## config.mk

```make
export PLATFORM = sky130hd
export DESIGN_NAME = uart_channel
export DESIGN_NICKNAME = d
export VERILOG_FILES = /design/src/hdl/uart_regs_pkg.sv /design/src/hdl/uart_skid_buf.sv /design/src/hdl/uart_fifo.sv /design/src/hdl/uart_channel.sv
export SDC_FILE = /design/constraint.sdc
export NUM_CORES = 1
export LEC_CHECK = 0
export BUFFER_PORTS_ARGS = -buffer_cell sky130_fd_sc_hd__buf_2
export CELL_PAD_IN_SITES_DETAIL_PLACEMENT = 1
export CELL_PAD_IN_SITES_GLOBAL_PLACEMENT = 2
export CORE_ASPECT_RATIO = 1.75
export CORE_MARGIN = 4
export CORE_UTILIZATION = 51
export DETAILED_ROUTE_END_ITERATION = 8
export PLACE_DENSITY = 0.82
export SYNTH_ARGS = -nofsm -noshare
export SYNTH_HDL_FRONTEND = slang
export SYNTH_SLANG_ARGS = --single-unit
```

## constraint.sdc

```tcl
create_clock -name clk -period 7.9 [get_ports clk]
set_input_delay 1.58 -clock clk [delete_from_list [all_inputs] [get_ports clk]]
set_output_delay 1.58 -clock clk [all_outputs]
set_load 0.05 [all_outputs]
```

## src/hdl/uart_regs_pkg.sv

```systemverilog
// Package for one asynchronous serial channel: offsets, fields, resets.
// Assumes a 100 MHz clk; the 16x sample tick comes from the baud divisor.
package uart_regs_pkg;
   // Register offsets on the three address lines
   localparam logic [2:0] OFS_HOLD = 3'h0;
   localparam logic [2:0] OFS_IEN = 3'h1;
   localparam logic [2:0] OFS_FIFO = 3'h2;
   localparam logic [2:0] OFS_LCTL = 3'h3;
   localparam logic [2:0] OFS_MCTL = 3'h4;
   localparam logic [2:0] OFS_LSTAT = 3'h5;
   localparam logic [2:0] OFS_MSTAT = 3'h6;
   localparam logic [2:0] OFS_SCRATCH = 3'h7;
   // Reset values
   localparam logic [7:0] RST_IEN = 8'h00;
   localparam logic [7:0] RST_FCTL = 8'h00;
   localparam logic [7:0] RST_LCTL = 8'h00;
   localparam logic [7:0] RST_MCTL = 8'h00;
   localparam logic [7:0] RST_ISTAT = 8'h01;
   localparam logic [7:0] RST_LSTAT = 8'h60;
   localparam logic [7:0] RST_SCRATCH = 8'hff;
   localparam logic [15:0] RST_DIV = 16'h0001;
   // Field positions
   localparam int LCTL_DLAB = 7;
   localparam int LCTL_BREAK = 6;
   localparam int FCTL_EN = 0;
   localparam int FCTL_RXCLR = 1;
   localparam int FCTL_TXCLR = 2;
   localparam int FCTL_DMA = 3;
   localparam int MCTL_LOOP = 4;
   // Timing: start bit checked at 7.5 ticks, taken as tick 7 then half
   localparam logic [3:0] START_MID = 4'h7;
   localparam logic [3:0] TICK_LAST = 4'hf;
   localparam logic [3:0] DATA_BITS = 4'h8;
   // FIFO size
   localparam int FIFO_DEPTH = 16;
   localparam logic [4:0] FIFO_FULL_CNT = 5'h10;
   // Received character with its status
   typedef struct packed {
      logic brk;
      logic frame_err;
      logic [7:0] data;
   } rx_char_s;
   typedef enum logic [3:0] {
      RX_IDLE = 4'b0001,
      RX_START = 4'b0010,
      RX_DATA = 4'b0100,
      RX_STOP = 4'b1000
   } rx_state_e;
   typedef enum logic [2:0] {
      TX_IDLE = 3'b001,
      TX_SHIFT = 3'b010,
      TX_STOP = 3'b100
   } tx_state_e;
endpackage

```

## src/hdl/uart_skid_buf.sv

```systemverilog
// Two-entry buffer with valid/ready on both sides.
// Assumes producer and consumer on the same clock.
`timescale 1ns/10ps
module uart_skid_buf
   import uart_regs_pkg::*;
(
   // Clock and reset
   input wire logic clk,
   input wire logic rstn,
   // Filling side
   input wire logic in_valid,
   output logic in_ready,
   input wire rx_char_s in_data,
   // Draining side
   output logic out_valid,
   input wire logic out_ready,
   output rx_char_s out_data
);
   rx_char_s slot_reg [2];
   logic [1:0] count_reg;
   logic wr_ptr_reg;
   logic rd_ptr_reg;
   logic push;
   logic pop;

   // Handshake terms
   assign in_ready = (count_reg != 2'h2);
   assign out_valid = (count_reg != 2'h0);
   assign out_data = slot_reg[rd_ptr_reg];
   assign push = in_valid && in_ready;
   assign pop = out_valid && out_ready;

   // Storage
   always_ff @(posedge clk)
   begin
      if (push)
      begin
         slot_reg[wr_ptr_reg] <= in_data;
      end
   end

   // Pointers and fill count
   always_ff @(posedge clk or negedge rstn)
   begin
      if (!rstn)
      begin
         count_reg <= 2'h0;
         wr_ptr_reg <= 1'b0;
         rd_ptr_reg <= 1'b0;
      end
      else
      begin
         if (push)
         begin
            wr_ptr_reg <= ~wr_ptr_reg;
         end
         if (pop)
         begin
            rd_ptr_reg <= ~rd_ptr_reg;
         end
         count_reg <= count_reg + {1'b0, push} - {1'b0, pop};
      end
   end
endmodule

```

## src/hdl/uart_fifo.sv

```systemverilog
// Sixteen-entry character FIFO with level and flush.
// Assumes one clock; push on a full FIFO is dropped, pop on an empty one ignored.
`timescale 1ns/10ps
module uart_fifo
   import uart_regs_pkg::*;
#(
   parameter int WIDTH = 8
)
(
   // Clock and reset
   input wire logic clk,
   input wire logic rstn,
   // Control
   input wire logic flush,
   // Write side
   input wire logic push,
   input wire logic [WIDTH-1:0] wdata,
   // Read side
   input wire logic pop,
   output logic [WIDTH-1:0] rdata,
   // Level
   output logic [4:0] level,
   output logic full,
   output logic empty
);
   logic [WIDTH-1:0] mem [FIFO_DEPTH];
   logic [3:0] wptr_reg;
   logic [3:0] rptr_reg;
   logic [4:0] count_reg;
   logic do_push;
   logic do_pop;

   // Status terms
   assign full = (count_reg == FIFO_FULL_CNT);
   assign empty = (count_reg == 5'h00);
   assign level = count_reg;
   assign rdata = mem[rptr_reg];
   assign do_push = push && !full;
   assign do_pop = pop && !empty;

   // Storage
   always_ff @(posedge clk)
   begin
      if (do_push)
      begin
         mem[wptr_reg] <= wdata;
      end
   end

   // Pointers
   always_ff @(posedge clk or negedge rstn)
   begin
      if (!rstn)
      begin
         wptr_reg <= 4'h0;
         rptr_reg <= 4'h0;
         count_reg <= 5'h00;
      end
      else if (flush)
      begin
         wptr_reg <= 4'h0;
         rptr_reg <= 4'h0;
         count_reg <= 5'h00;
      end
      else
      begin
         if (do_push)
         begin
            wptr_reg <= wptr_reg + 4'h1;
         end
         if (do_pop)
         begin
            rptr_reg <= rptr_reg + 4'h1;
         end
         count_reg <= count_reg + {4'h0, do_push} - {4'h0, do_pop};
      end
   end
endmodule

```

## src/hdl/uart_channel.sv

```systemverilog
// One asynchronous serial channel: host registers, transmitter, receiver.
// Assumes host strobes are synchronous to clk; rx pin is asynchronous.
`timescale 1ns/10ps
// Behaviour
// RL1: Registers answer host access only while channel select is low.
// RL2: Divisor latch bit set maps offsets 0 and 1 to divisor bytes.
// RL3: Reset loads control 00, status 01, line status 60, scratch ff.
// RL4: Offset 0 write loads transmit holding when holding or shifter empty; code needs holding empty, or FIFO not full with FIFOs.
// RL5: Holding-empty flag sets when transmitter empties or word moves out.
// RL6: With FIFOs, empty flag reads zero only when transmit FIFO full.
// RL7: Offset 0 read returns oldest received character and removes it.
// RL8: On rx fall count 7.5 ticks, accept start only if still low.
// RL9: Line status reports ready, overrun, parity, framing, break, FIFO error; code holds parity at zero.
// RL10: High mid-sample of start is dropped; resume watching for falls.
module uart_channel
   import uart_regs_pkg::*;
(
   // Clock and reset
   input wire logic clk,
   input wire logic rstn,
   // Host bus
   input wire logic cs_n,
   input wire logic [2:0] addr,
   input wire logic wr_n,
   input wire logic rd_n,
   input wire logic [7:0] wdata,
   output logic [7:0] rdata,
   // Serial line
   input wire logic rx_pin,
   output logic tx_pin
);
   // Host registers, strobes and decode terms
   logic [7:0] ien_reg, fctl_reg, lctl_reg, mctl_reg, scratch_reg;
   logic [7:0] rdata_reg, lstat, istat;
   logic [15:0] div_reg, baud_cnt_reg;
   logic wr_d_reg, rd_d_reg, wr_stb, rd_stb, dlab, fifo_on, tick;
   // Transmitter
   logic [7:0] tx_fifo_out, tx_shift_reg;
   logic [4:0] tx_level;
   logic [3:0] tx_tick_reg, tx_bit_reg;
   logic tx_full, tx_empty, tx_push, tx_pop, tx_reg;
   tx_state_e tx_state_reg;
   // Receiver
   logic rx_s1_reg, rx_s2_reg, rx_prev_reg, rx_line, rx_done_valid_reg;
   logic rx_buf_ready, rx_buf_valid, rx_full, rx_empty, rx_pop, rx_push;
   logic overrun_reg, fifo_err_reg;
   logic [3:0] rx_tick_reg, rx_bit_reg;
   logic [7:0] rx_shift_reg;
   logic [4:0] rx_level;
   rx_state_e rx_state_reg;
   rx_char_s rx_done_reg, rx_buf_data, rx_fifo_out;
   // Host strobes: one pulse per access, only with select low
   assign wr_stb = !cs_n && !wr_n && !wr_d_reg; // see RL1
   assign rd_stb = !cs_n && !rd_n && !rd_d_reg; // see RL1
   assign dlab = lctl_reg[LCTL_DLAB];
   assign fifo_on = fctl_reg[FCTL_EN];
   assign rdata = rdata_reg;
   assign tx_pin = tx_reg;
   // Edge memory for the host strobes
   always_ff @(posedge clk or negedge rstn)
   begin
      if (!rstn)
      begin
         wr_d_reg <= 1'b0;
         rd_d_reg <= 1'b0;
      end
      else
      begin
         wr_d_reg <= !cs_n && !wr_n;
         rd_d_reg <= !cs_n && !rd_n;
      end
   end
   // Writable control registers
   always_ff @(posedge clk or negedge rstn)
   begin
      if (!rstn)
      begin
         ien_reg <= RST_IEN; // see RL3
         fctl_reg <= RST_FCTL;
         lctl_reg <= RST_LCTL;
         mctl_reg <= RST_MCTL;
         scratch_reg <= RST_SCRATCH;
         div_reg <= RST_DIV;
      end
      else
      begin
         // Flush bits are self-clearing
         fctl_reg[FCTL_RXCLR] <= 1'b0;
         fctl_reg[FCTL_TXCLR] <= 1'b0;
         if (wr_stb)
         begin
            if (addr == OFS_HOLD && dlab)
               div_reg[7:0] <= wdata; // see RL2
            else if (addr == OFS_IEN && dlab)
               div_reg[15:8] <= wdata; // see RL2
            else if (addr == OFS_IEN)
               ien_reg <= wdata;
            else if (addr == OFS_FIFO)
               fctl_reg <= wdata[FCTL_EN] ? wdata : RST_FCTL; // Enable gates
            else if (addr == OFS_LCTL)
               lctl_reg <= wdata;
            else if (addr == OFS_MCTL)
               mctl_reg <= wdata;
            else if (addr == OFS_SCRATCH)
               scratch_reg <= wdata;
         end
      end
   end
   // 16x tick from the divisor
   assign tick = (baud_cnt_reg == 16'h0001) || (div_reg == 16'h0000);
   always_ff @(posedge clk or negedge rstn)
   begin
      if (!rstn)
         baud_cnt_reg <= RST_DIV;
      else if (tick)
         baud_cnt_reg <= div_reg;
      else
         baud_cnt_reg <= baud_cnt_reg - 16'h0001;
   end
   // Transmit FIFO; one entry deep when FIFOs are off
   assign tx_push = wr_stb && addr == OFS_HOLD && !dlab &&
      (fifo_on ? !tx_full : tx_empty); // see RL4
   assign tx_pop = (tx_state_reg == TX_IDLE) && !tx_empty && tick;
   uart_fifo #(.WIDTH(8)) tx_fifo (
      .clk(clk),
      .rstn(rstn),
      .flush(fctl_reg[FCTL_TXCLR]),
      .push(tx_push),
      .wdata(wdata),
      .pop(tx_pop),
      .rdata(tx_fifo_out),
      .level(tx_level),
      .full(tx_full),
      .empty(tx_empty)
   );
   // Transmit shifter: start, eight data bits, one stop
   always_ff @(posedge clk or negedge rstn)
   begin
      if (!rstn)
      begin
         tx_state_reg <= TX_IDLE;
         tx_shift_reg <= 8'h00;
         tx_tick_reg <= 4'h0;
         tx_bit_reg <= 4'h0;
         tx_reg <= 1'b1;
      end
      else
      begin
         case (tx_state_reg)
            TX_IDLE:
            begin
               tx_reg <= !lctl_reg[LCTL_BREAK];
               if (tx_pop)
               begin
                  tx_shift_reg <= tx_fifo_out; // see RL5
                  tx_reg <= 1'b0;
                  tx_tick_reg <= 4'h0;
                  tx_bit_reg <= 4'h0;
                  tx_state_reg <= TX_SHIFT;
               end
            end
            TX_SHIFT:
            begin
               if (tick)
               begin
                  tx_tick_reg <= tx_tick_reg + 4'h1;
                  if (tx_tick_reg == TICK_LAST)
                  begin
                     tx_reg <= tx_shift_reg[0];
                     tx_shift_reg <= {1'b0, tx_shift_reg[7:1]};
                     tx_bit_reg <= tx_bit_reg + 4'h1;
                     if (tx_bit_reg == DATA_BITS)
                     begin
                        tx_reg <= 1'b1;
                        tx_state_reg <= TX_STOP;
                     end
                  end
               end
            end
            TX_STOP:
            begin
               if (tick)
               begin
                  tx_tick_reg <= tx_tick_reg + 4'h1;
                  if (tx_tick_reg == TICK_LAST)
                     tx_state_reg <= TX_IDLE;
               end
            end
            default: tx_state_reg <= TX_IDLE;
         endcase
      end
   end
   // Receive pin synchroniser and edge memory
   always_ff @(posedge clk or negedge rstn)
   begin
      if (!rstn)
      begin
         rx_s1_reg <= 1'b1;
         rx_s2_reg <= 1'b1;
         rx_prev_reg <= 1'b1;
      end
      else
      begin
         rx_s1_reg <= rx_pin;
         rx_s2_reg <= rx_s1_reg;
         rx_prev_reg <= rx_line;
      end
   end
   assign rx_line = mctl_reg[MCTL_LOOP] ? tx_reg : rx_s2_reg; // Loop-back
   // Receive state machine
   always_ff @(posedge clk or negedge rstn)
   begin
      if (!rstn)
      begin
         rx_state_reg <= RX_IDLE;
         rx_tick_reg <= 4'h0;
         rx_bit_reg <= 4'h0;
         rx_shift_reg <= 8'h00;
         rx_done_valid_reg <= 1'b0;
         rx_done_reg <= '0;
      end
      else
      begin
         if (rx_done_valid_reg && rx_buf_ready)
            rx_done_valid_reg <= 1'b0;
         case (rx_state_reg)
            RX_IDLE:
            begin
               if (rx_prev_reg && !rx_line)
               begin
                  rx_tick_reg <= 4'h0; // see RL8
                  rx_state_reg <= RX_START;
               end
            end
            RX_START:
            begin
               if (tick)
               begin
                  rx_tick_reg <= rx_tick_reg + 4'h1;
                  if (rx_tick_reg == START_MID)
                  begin
                     if (rx_line)
                        rx_state_reg <= RX_IDLE; // see RL10
                     else
                     begin
                        rx_tick_reg <= 4'h0; // see RL8
                        rx_bit_reg <= 4'h0;
                        rx_state_reg <= RX_DATA;
                     end
                  end
               end
            end
            RX_DATA:
            begin
               if (tick)
               begin
                  rx_tick_reg <= rx_tick_reg + 4'h1;
                  if (rx_tick_reg == TICK_LAST)
                  begin
                     rx_shift_reg <= {rx_line, rx_shift_reg[7:1]};
                     rx_bit_reg <= rx_bit_reg + 4'h1;
                     if (rx_bit_reg == DATA_BITS - 4'h1)
                        rx_state_reg <= RX_STOP;
                  end
               end
            end
            RX_STOP:
            begin
               if (tick)
               begin
                  rx_tick_reg <= rx_tick_reg + 4'h1;
                  if (rx_tick_reg == TICK_LAST)
                  begin
                     rx_done_reg.data <= rx_shift_reg;
                     rx_done_reg.frame_err <= !rx_line; // see RL9
                     rx_done_reg.brk <= !rx_line && (rx_shift_reg == 8'h00);
                     rx_done_valid_reg <= 1'b1;
                     rx_state_reg <= RX_IDLE;
                  end
               end
            end
            default: rx_state_reg <= RX_IDLE;
         endcase
      end
   end
   // Buffer between the assembler and the receive FIFO
   uart_skid_buf rx_buf (
      .clk(clk),
      .rstn(rstn),
      .in_valid(rx_done_valid_reg),
      .in_ready(rx_buf_ready),
      .in_data(rx_done_reg),
      .out_valid(rx_buf_valid),
      .out_ready(rx_push),
      .out_data(rx_buf_data)
   );
   // Without FIFOs the holding register is one entry deep
   assign rx_push = rx_buf_valid && (fifo_on ? !rx_full : rx_empty);
   assign rx_pop = rd_stb && addr == OFS_HOLD && !dlab; // see RL7
   uart_fifo #(.WIDTH(10)) rx_fifo (
      .clk(clk),
      .rstn(rstn),
      .flush(fctl_reg[FCTL_RXCLR]),
      .push(rx_push),
      .wdata(rx_buf_data),
      .pop(rx_pop),
      .rdata(rx_fifo_out),
      .level(rx_level),
      .full(rx_full),
      .empty(rx_empty)
   );
   // Sticky overrun and FIFO-error bits; setting wins over read clear
   always_ff @(posedge clk or negedge rstn)
   begin
      if (!rstn)
      begin
         overrun_reg <= 1'b0;
         fifo_err_reg <= 1'b0;
      end
      else
      begin
         if (rx_buf_valid && !rx_push && !rx_buf_ready)
            overrun_reg <= 1'b1; // see RL9
         else if (rd_stb && addr == OFS_LSTAT)
            overrun_reg <= 1'b0;
         if (rx_push && fifo_on &&
            (rx_buf_data.frame_err || rx_buf_data.brk))
            fifo_err_reg <= 1'b1;
         else if (rd_stb && addr == OFS_LSTAT)
            fifo_err_reg <= 1'b0;
      end
   end
   // Line status assembly; parity is not generated so stays zero
   assign lstat = {fifo_err_reg, tx_empty && (tx_state_reg == TX_IDLE),
      (fifo_on ? !tx_full : tx_empty), !rx_empty && rx_fifo_out.brk,
      !rx_empty && rx_fifo_out.frame_err, 1'b0, overrun_reg,
      !rx_empty}; // see RL5 RL6 RL9
   assign istat = {fifo_on, fifo_on, RST_ISTAT[5:0]};
   // Read data, registered on each read strobe
   always_ff @(posedge clk or negedge rstn)
   begin
      if (!rstn)
         rdata_reg <= 8'h00;
      else if (rd_stb)
      begin
         if (addr == OFS_HOLD && dlab)
            rdata_reg <= div_reg[7:0]; // see RL2
         else if (addr == OFS_IEN && dlab)
            rdata_reg <= div_reg[15:8];
         else if (addr == OFS_HOLD)
            rdata_reg <= rx_fifo_out.data; // see RL7
         else if (addr == OFS_IEN)
            rdata_reg <= ien_reg;
         else if (addr == OFS_FIFO)
            rdata_reg <= istat;
         else if (addr == OFS_LCTL)
            rdata_reg <= lctl_reg;
         else if (addr == OFS_MCTL)
            rdata_reg <= mctl_reg;
         else if (addr == OFS_LSTAT)
            rdata_reg <= lstat;
         else if (addr == OFS_MSTAT)
            rdata_reg <= 8'h00;
         else
            rdata_reg <= scratch_reg;
      end
   end
endmodule

```

==> summary.md <==
| Metric | Value |
|---|---|
| Worst r2r dst | tx_fifo.level[4]$_DFF_PN0_ |
| Worst clock skew | 0.0117 ns |
| CP Launch Type | input port |
| Post-synth top area cell | edfxtp_1 |
| Row Count | 96 |
| Chip width | 159 um |
| Die Y-Extent | 272 um |
| Placer Congestion | 0.874 |
| Core area | about 39,000 um2 |
| CTS resizes | 0 |
| Insertion delay to the later sink of the worst-skew pair | roughly 0.55 ns |
| Avg Cell Area, Syn | approximately 15 um2 |
| Max reg flops | 160 |
| Worst Hold Depth | 0 |
| Final setup violation count | 0 |
| Crit path kind | input port to flop |
| Top-area cell type share of the netlist area | 45.5% |
| WP data required | approximately 8.4 ns |
| Syn Nets | 1,391 |
| Buffers on Ports | 25 |
| R2R depth | 15 |
| Final Non-Filler Cells | ~1,900 |
| CP startpoint | addr[1] |
| HP Class | flop to flop |
| Post-route DRC | 0 |
| Inst Count DP | 1,815 |
| CTS Hold Bufs | 0 |
| Post-synth EDFFs | ~300 |
| WP data arrival | 4.59 ns |
| Register bit total from synthesis | 471 |
| Area Overhead vs Synth | 10.3% |
| Overall Global Routing Usage | 24.0% |
| Synth unique cells | 79 |
| DRT Pass-1 Iters | 5 |
| TNS Setup | 0 ns |
| H-tree levels | 2 |
| Vias in the first global route | between 10,000 and 15,000 |
| Final net count | 1,420 |
| Root Buffer | clkbuf_16 |
| Endpoint, Worst Hold | rx_s2_reg$_DFF_PN1_ |
| Ys Warns | 0 |
| Routed Antenna Nets | 0 |
| Ranking of synthesized cells by area | edfxtp_1, dfrtp_1, mux4_2 |
| Initial core utilization | about half |
| Ys async rst share | 34.6% |
| Via count | between 10,000 and 15,000 |
| DRT iter0 DRCs | around 800 |
| Max_cap viols | 0 |
| Largest net degree at the start of global routing | 62 |
| Clock transition at path regs | around 0.07 ns |
| Maximum clock rate | 0.242 GHz |
| Worst-margin pin slew | 1.22 ns |
| R2R setup slack | about 4.2 ns |
| Period utilization | a little over half |
| Critical path endpoint category | flop |
| Post-Route WL | around 51 mm |
| Max Slew Vio Count | 0 |
| Detail Placement HPWL | 35.9 mm |
| Via density | 6.12 |
| TritonCTS Sinks | 471 |
| Post-synthesis sequential area ratio | 65.7% |
| CTS Buf Count | 43 |
| First-pass GRT wire length | around 79 mm |
| Leak | 8.56 nW |
| Hold_sp | rx_s1_reg$_DFF_PN1_ |
| Overflow after GRT | 0 |
| Slew HR | 17.8% |
| Diodes inserted | 0 |
| Share of layout cells above drive strength 1 | 22.0% |
| Most used DFF post-synth | edfxtp_1 |
| Syn Inst Count | 1,341 |
| Initial antenna violation count | 1 |
| Clock tree buffer depth | 3 |
| Max rail drop VDD | 0.000213 V |
| CP Max Fanout | 33 |
| Status | finished, final reports clean |
| Synth Cell Area | 20,300 um2 |
| Postcts setup bufs | 0 |
| CTS tree | done |
| RSZ-0062 raised after global routing | false |
| Period minus WS final | just over 4 ns |
| RR Startpoint | tx_fifo.level[2]$_DFF_PN0_ |
| P per Cell Area | 306 nW/um2 |
| Total die area | 43,200 um2 |
| Wire length per cell | 27.0 um |
| Final hold vios | 0 |
| IO Count | 26 |
==> worst max-delay path by stage <==
stage,endpoint,depth (start not counted)
6_report,rx_fifo.level[4]$_DFF_PN0_,11
5_1_grt,rx_fifo.level[4]$_DFF_PN0_,11
4_1_cts,rx_fifo.level[4]$_DFF_PN0_,11
3_5_place_dp,rx_fifo.level[4]$_DFF_PN0_,11
3_3_place_gp,rx_fifo.level[4]$_DFF_PN0_,11
2_1_floorplan,rx_fifo.level[4]$_DFF_PN0_,10
==> worst max-delay path, stage by stage <==
cell     delay [ns]
buf_2          0.30
or4_1          0.71
nor3_2         0.39
ha_1           0.19
inv_1          0.04
ha_1           0.20
fa_1           0.44
a21oi_1        0.17
nor2_1         0.07
or3_1          0.34
a21oi_1        0.16
==> cells in the final DEF (no fill, tap or decap), types with 28 or more instances in the layout <==
cell	Yosys	final
o21ai_0	52	52
nand3_1	28	28
nor2_1	79	79
nand2_1	88	88
edfxtp_1	308	308
mux2_2	64	64
dfrtp_1	147	144
inv_1	47	47
clkbuf_16	0	43
a21oi_1	39	39
ha_1	31	31
mux4_2	77	77
==> per-layer routing <==
layer / share of wire [%] / vias up / GRT usage [%]
met5: 0.025 / - / 0
met4: 4.2 / 2 / 9.44
li1: - / 5173 / -
met2: 57 / 242 / 46.7
met1: 36 / 6060 / 26.7
met3: 2.9 / 98 / 2.56
==> synth_stat cells, types with 3 or more instances <==
library cell	n
nand2_1	88
or4_1	3
inv_1	47
a211oi_1	11
o211ai_1	6
nand3_1	28
a221oi_1	6
nor4b_1	5
mux2_2	64
o22ai_1	5
mux4_2	77
mux2_4	8
a21oi_1	39
a22o_1	3
o221ai_1	5
a31oi_1	9
nand2b_1	13
nor2_1	79
ha_1	31
or3b_2	5
nor4bb_1	3
buf_1	6
buf_4	4
and3_1	7
o21ai_0	52
and2_1	19
nor4_1	15
nand4_1	16
dfstp_2	16
clkbuf_1	31
edfxtp_1	308
xor2_1	14
a21o_1	6
mux2i_1	22
buf_2	17
nor3_1	19
dfrtp_1	147
nor3b_1	5
o31ai_1	8
or3_1	6
xnor2_1	21
nand3b_1	7
nor2b_1	11
==> cell type report <==
| class | instances | area [um2] |
|---|---|---|
| sequential | 471 | 13400 |
| inverter | 48 | 180 |
| tap | 490 | 613 |
| clock inverter | 33 | 390 |
| timing repair buffer | 44 | 274 |
| clock buffer | 44 | 1080 |
| fill | 3616 | 16900 |
| multi-input combinational | 762 | 6520 |
==> cells by family (layout without fill, tap and decap cells) <==
family	count (synthesis)	count (layout)	synth area share, %
fa+ha+maj	35	35	2.20
simple gates	344	344	8.91
buf+inv	108	169	2.25
flops	471	471	65.7
xor+xnor	35	35	1.51
compound gates	177	177	5.72
mux	171	171	13.8
==> power breakdown <==
part | switching, W | total, W | internal (W)
Clock | 0.000919 | 0.00219 | 0.00127
Combinational | 0.000901 | 0.00158 | 0.000683
Sequential | 0.000258 | 0.00309 | 0.00283
Total | 0.00208 | 0.00686 | 0.00478
==> per-stage QoR <==
stage	cell area, um2	utilization [%]	hold WS, ns	total power, W	worst slack, ns
global placement	20900	53.3	0.350	0.00469	3.28
CTS	22400	57.1	0.357	0.00695	3.79
detailed placement	20900	53.3	0.347	0.00474	3.24
floorplan	20300	-	0.345	0.00423	3.90
finish	22400	57.1	0.356	0.00686	3.77
global route	22400	57.1	0.366	0.00722	3.67
No activity file was read; power rests on OpenSTA's default activity.
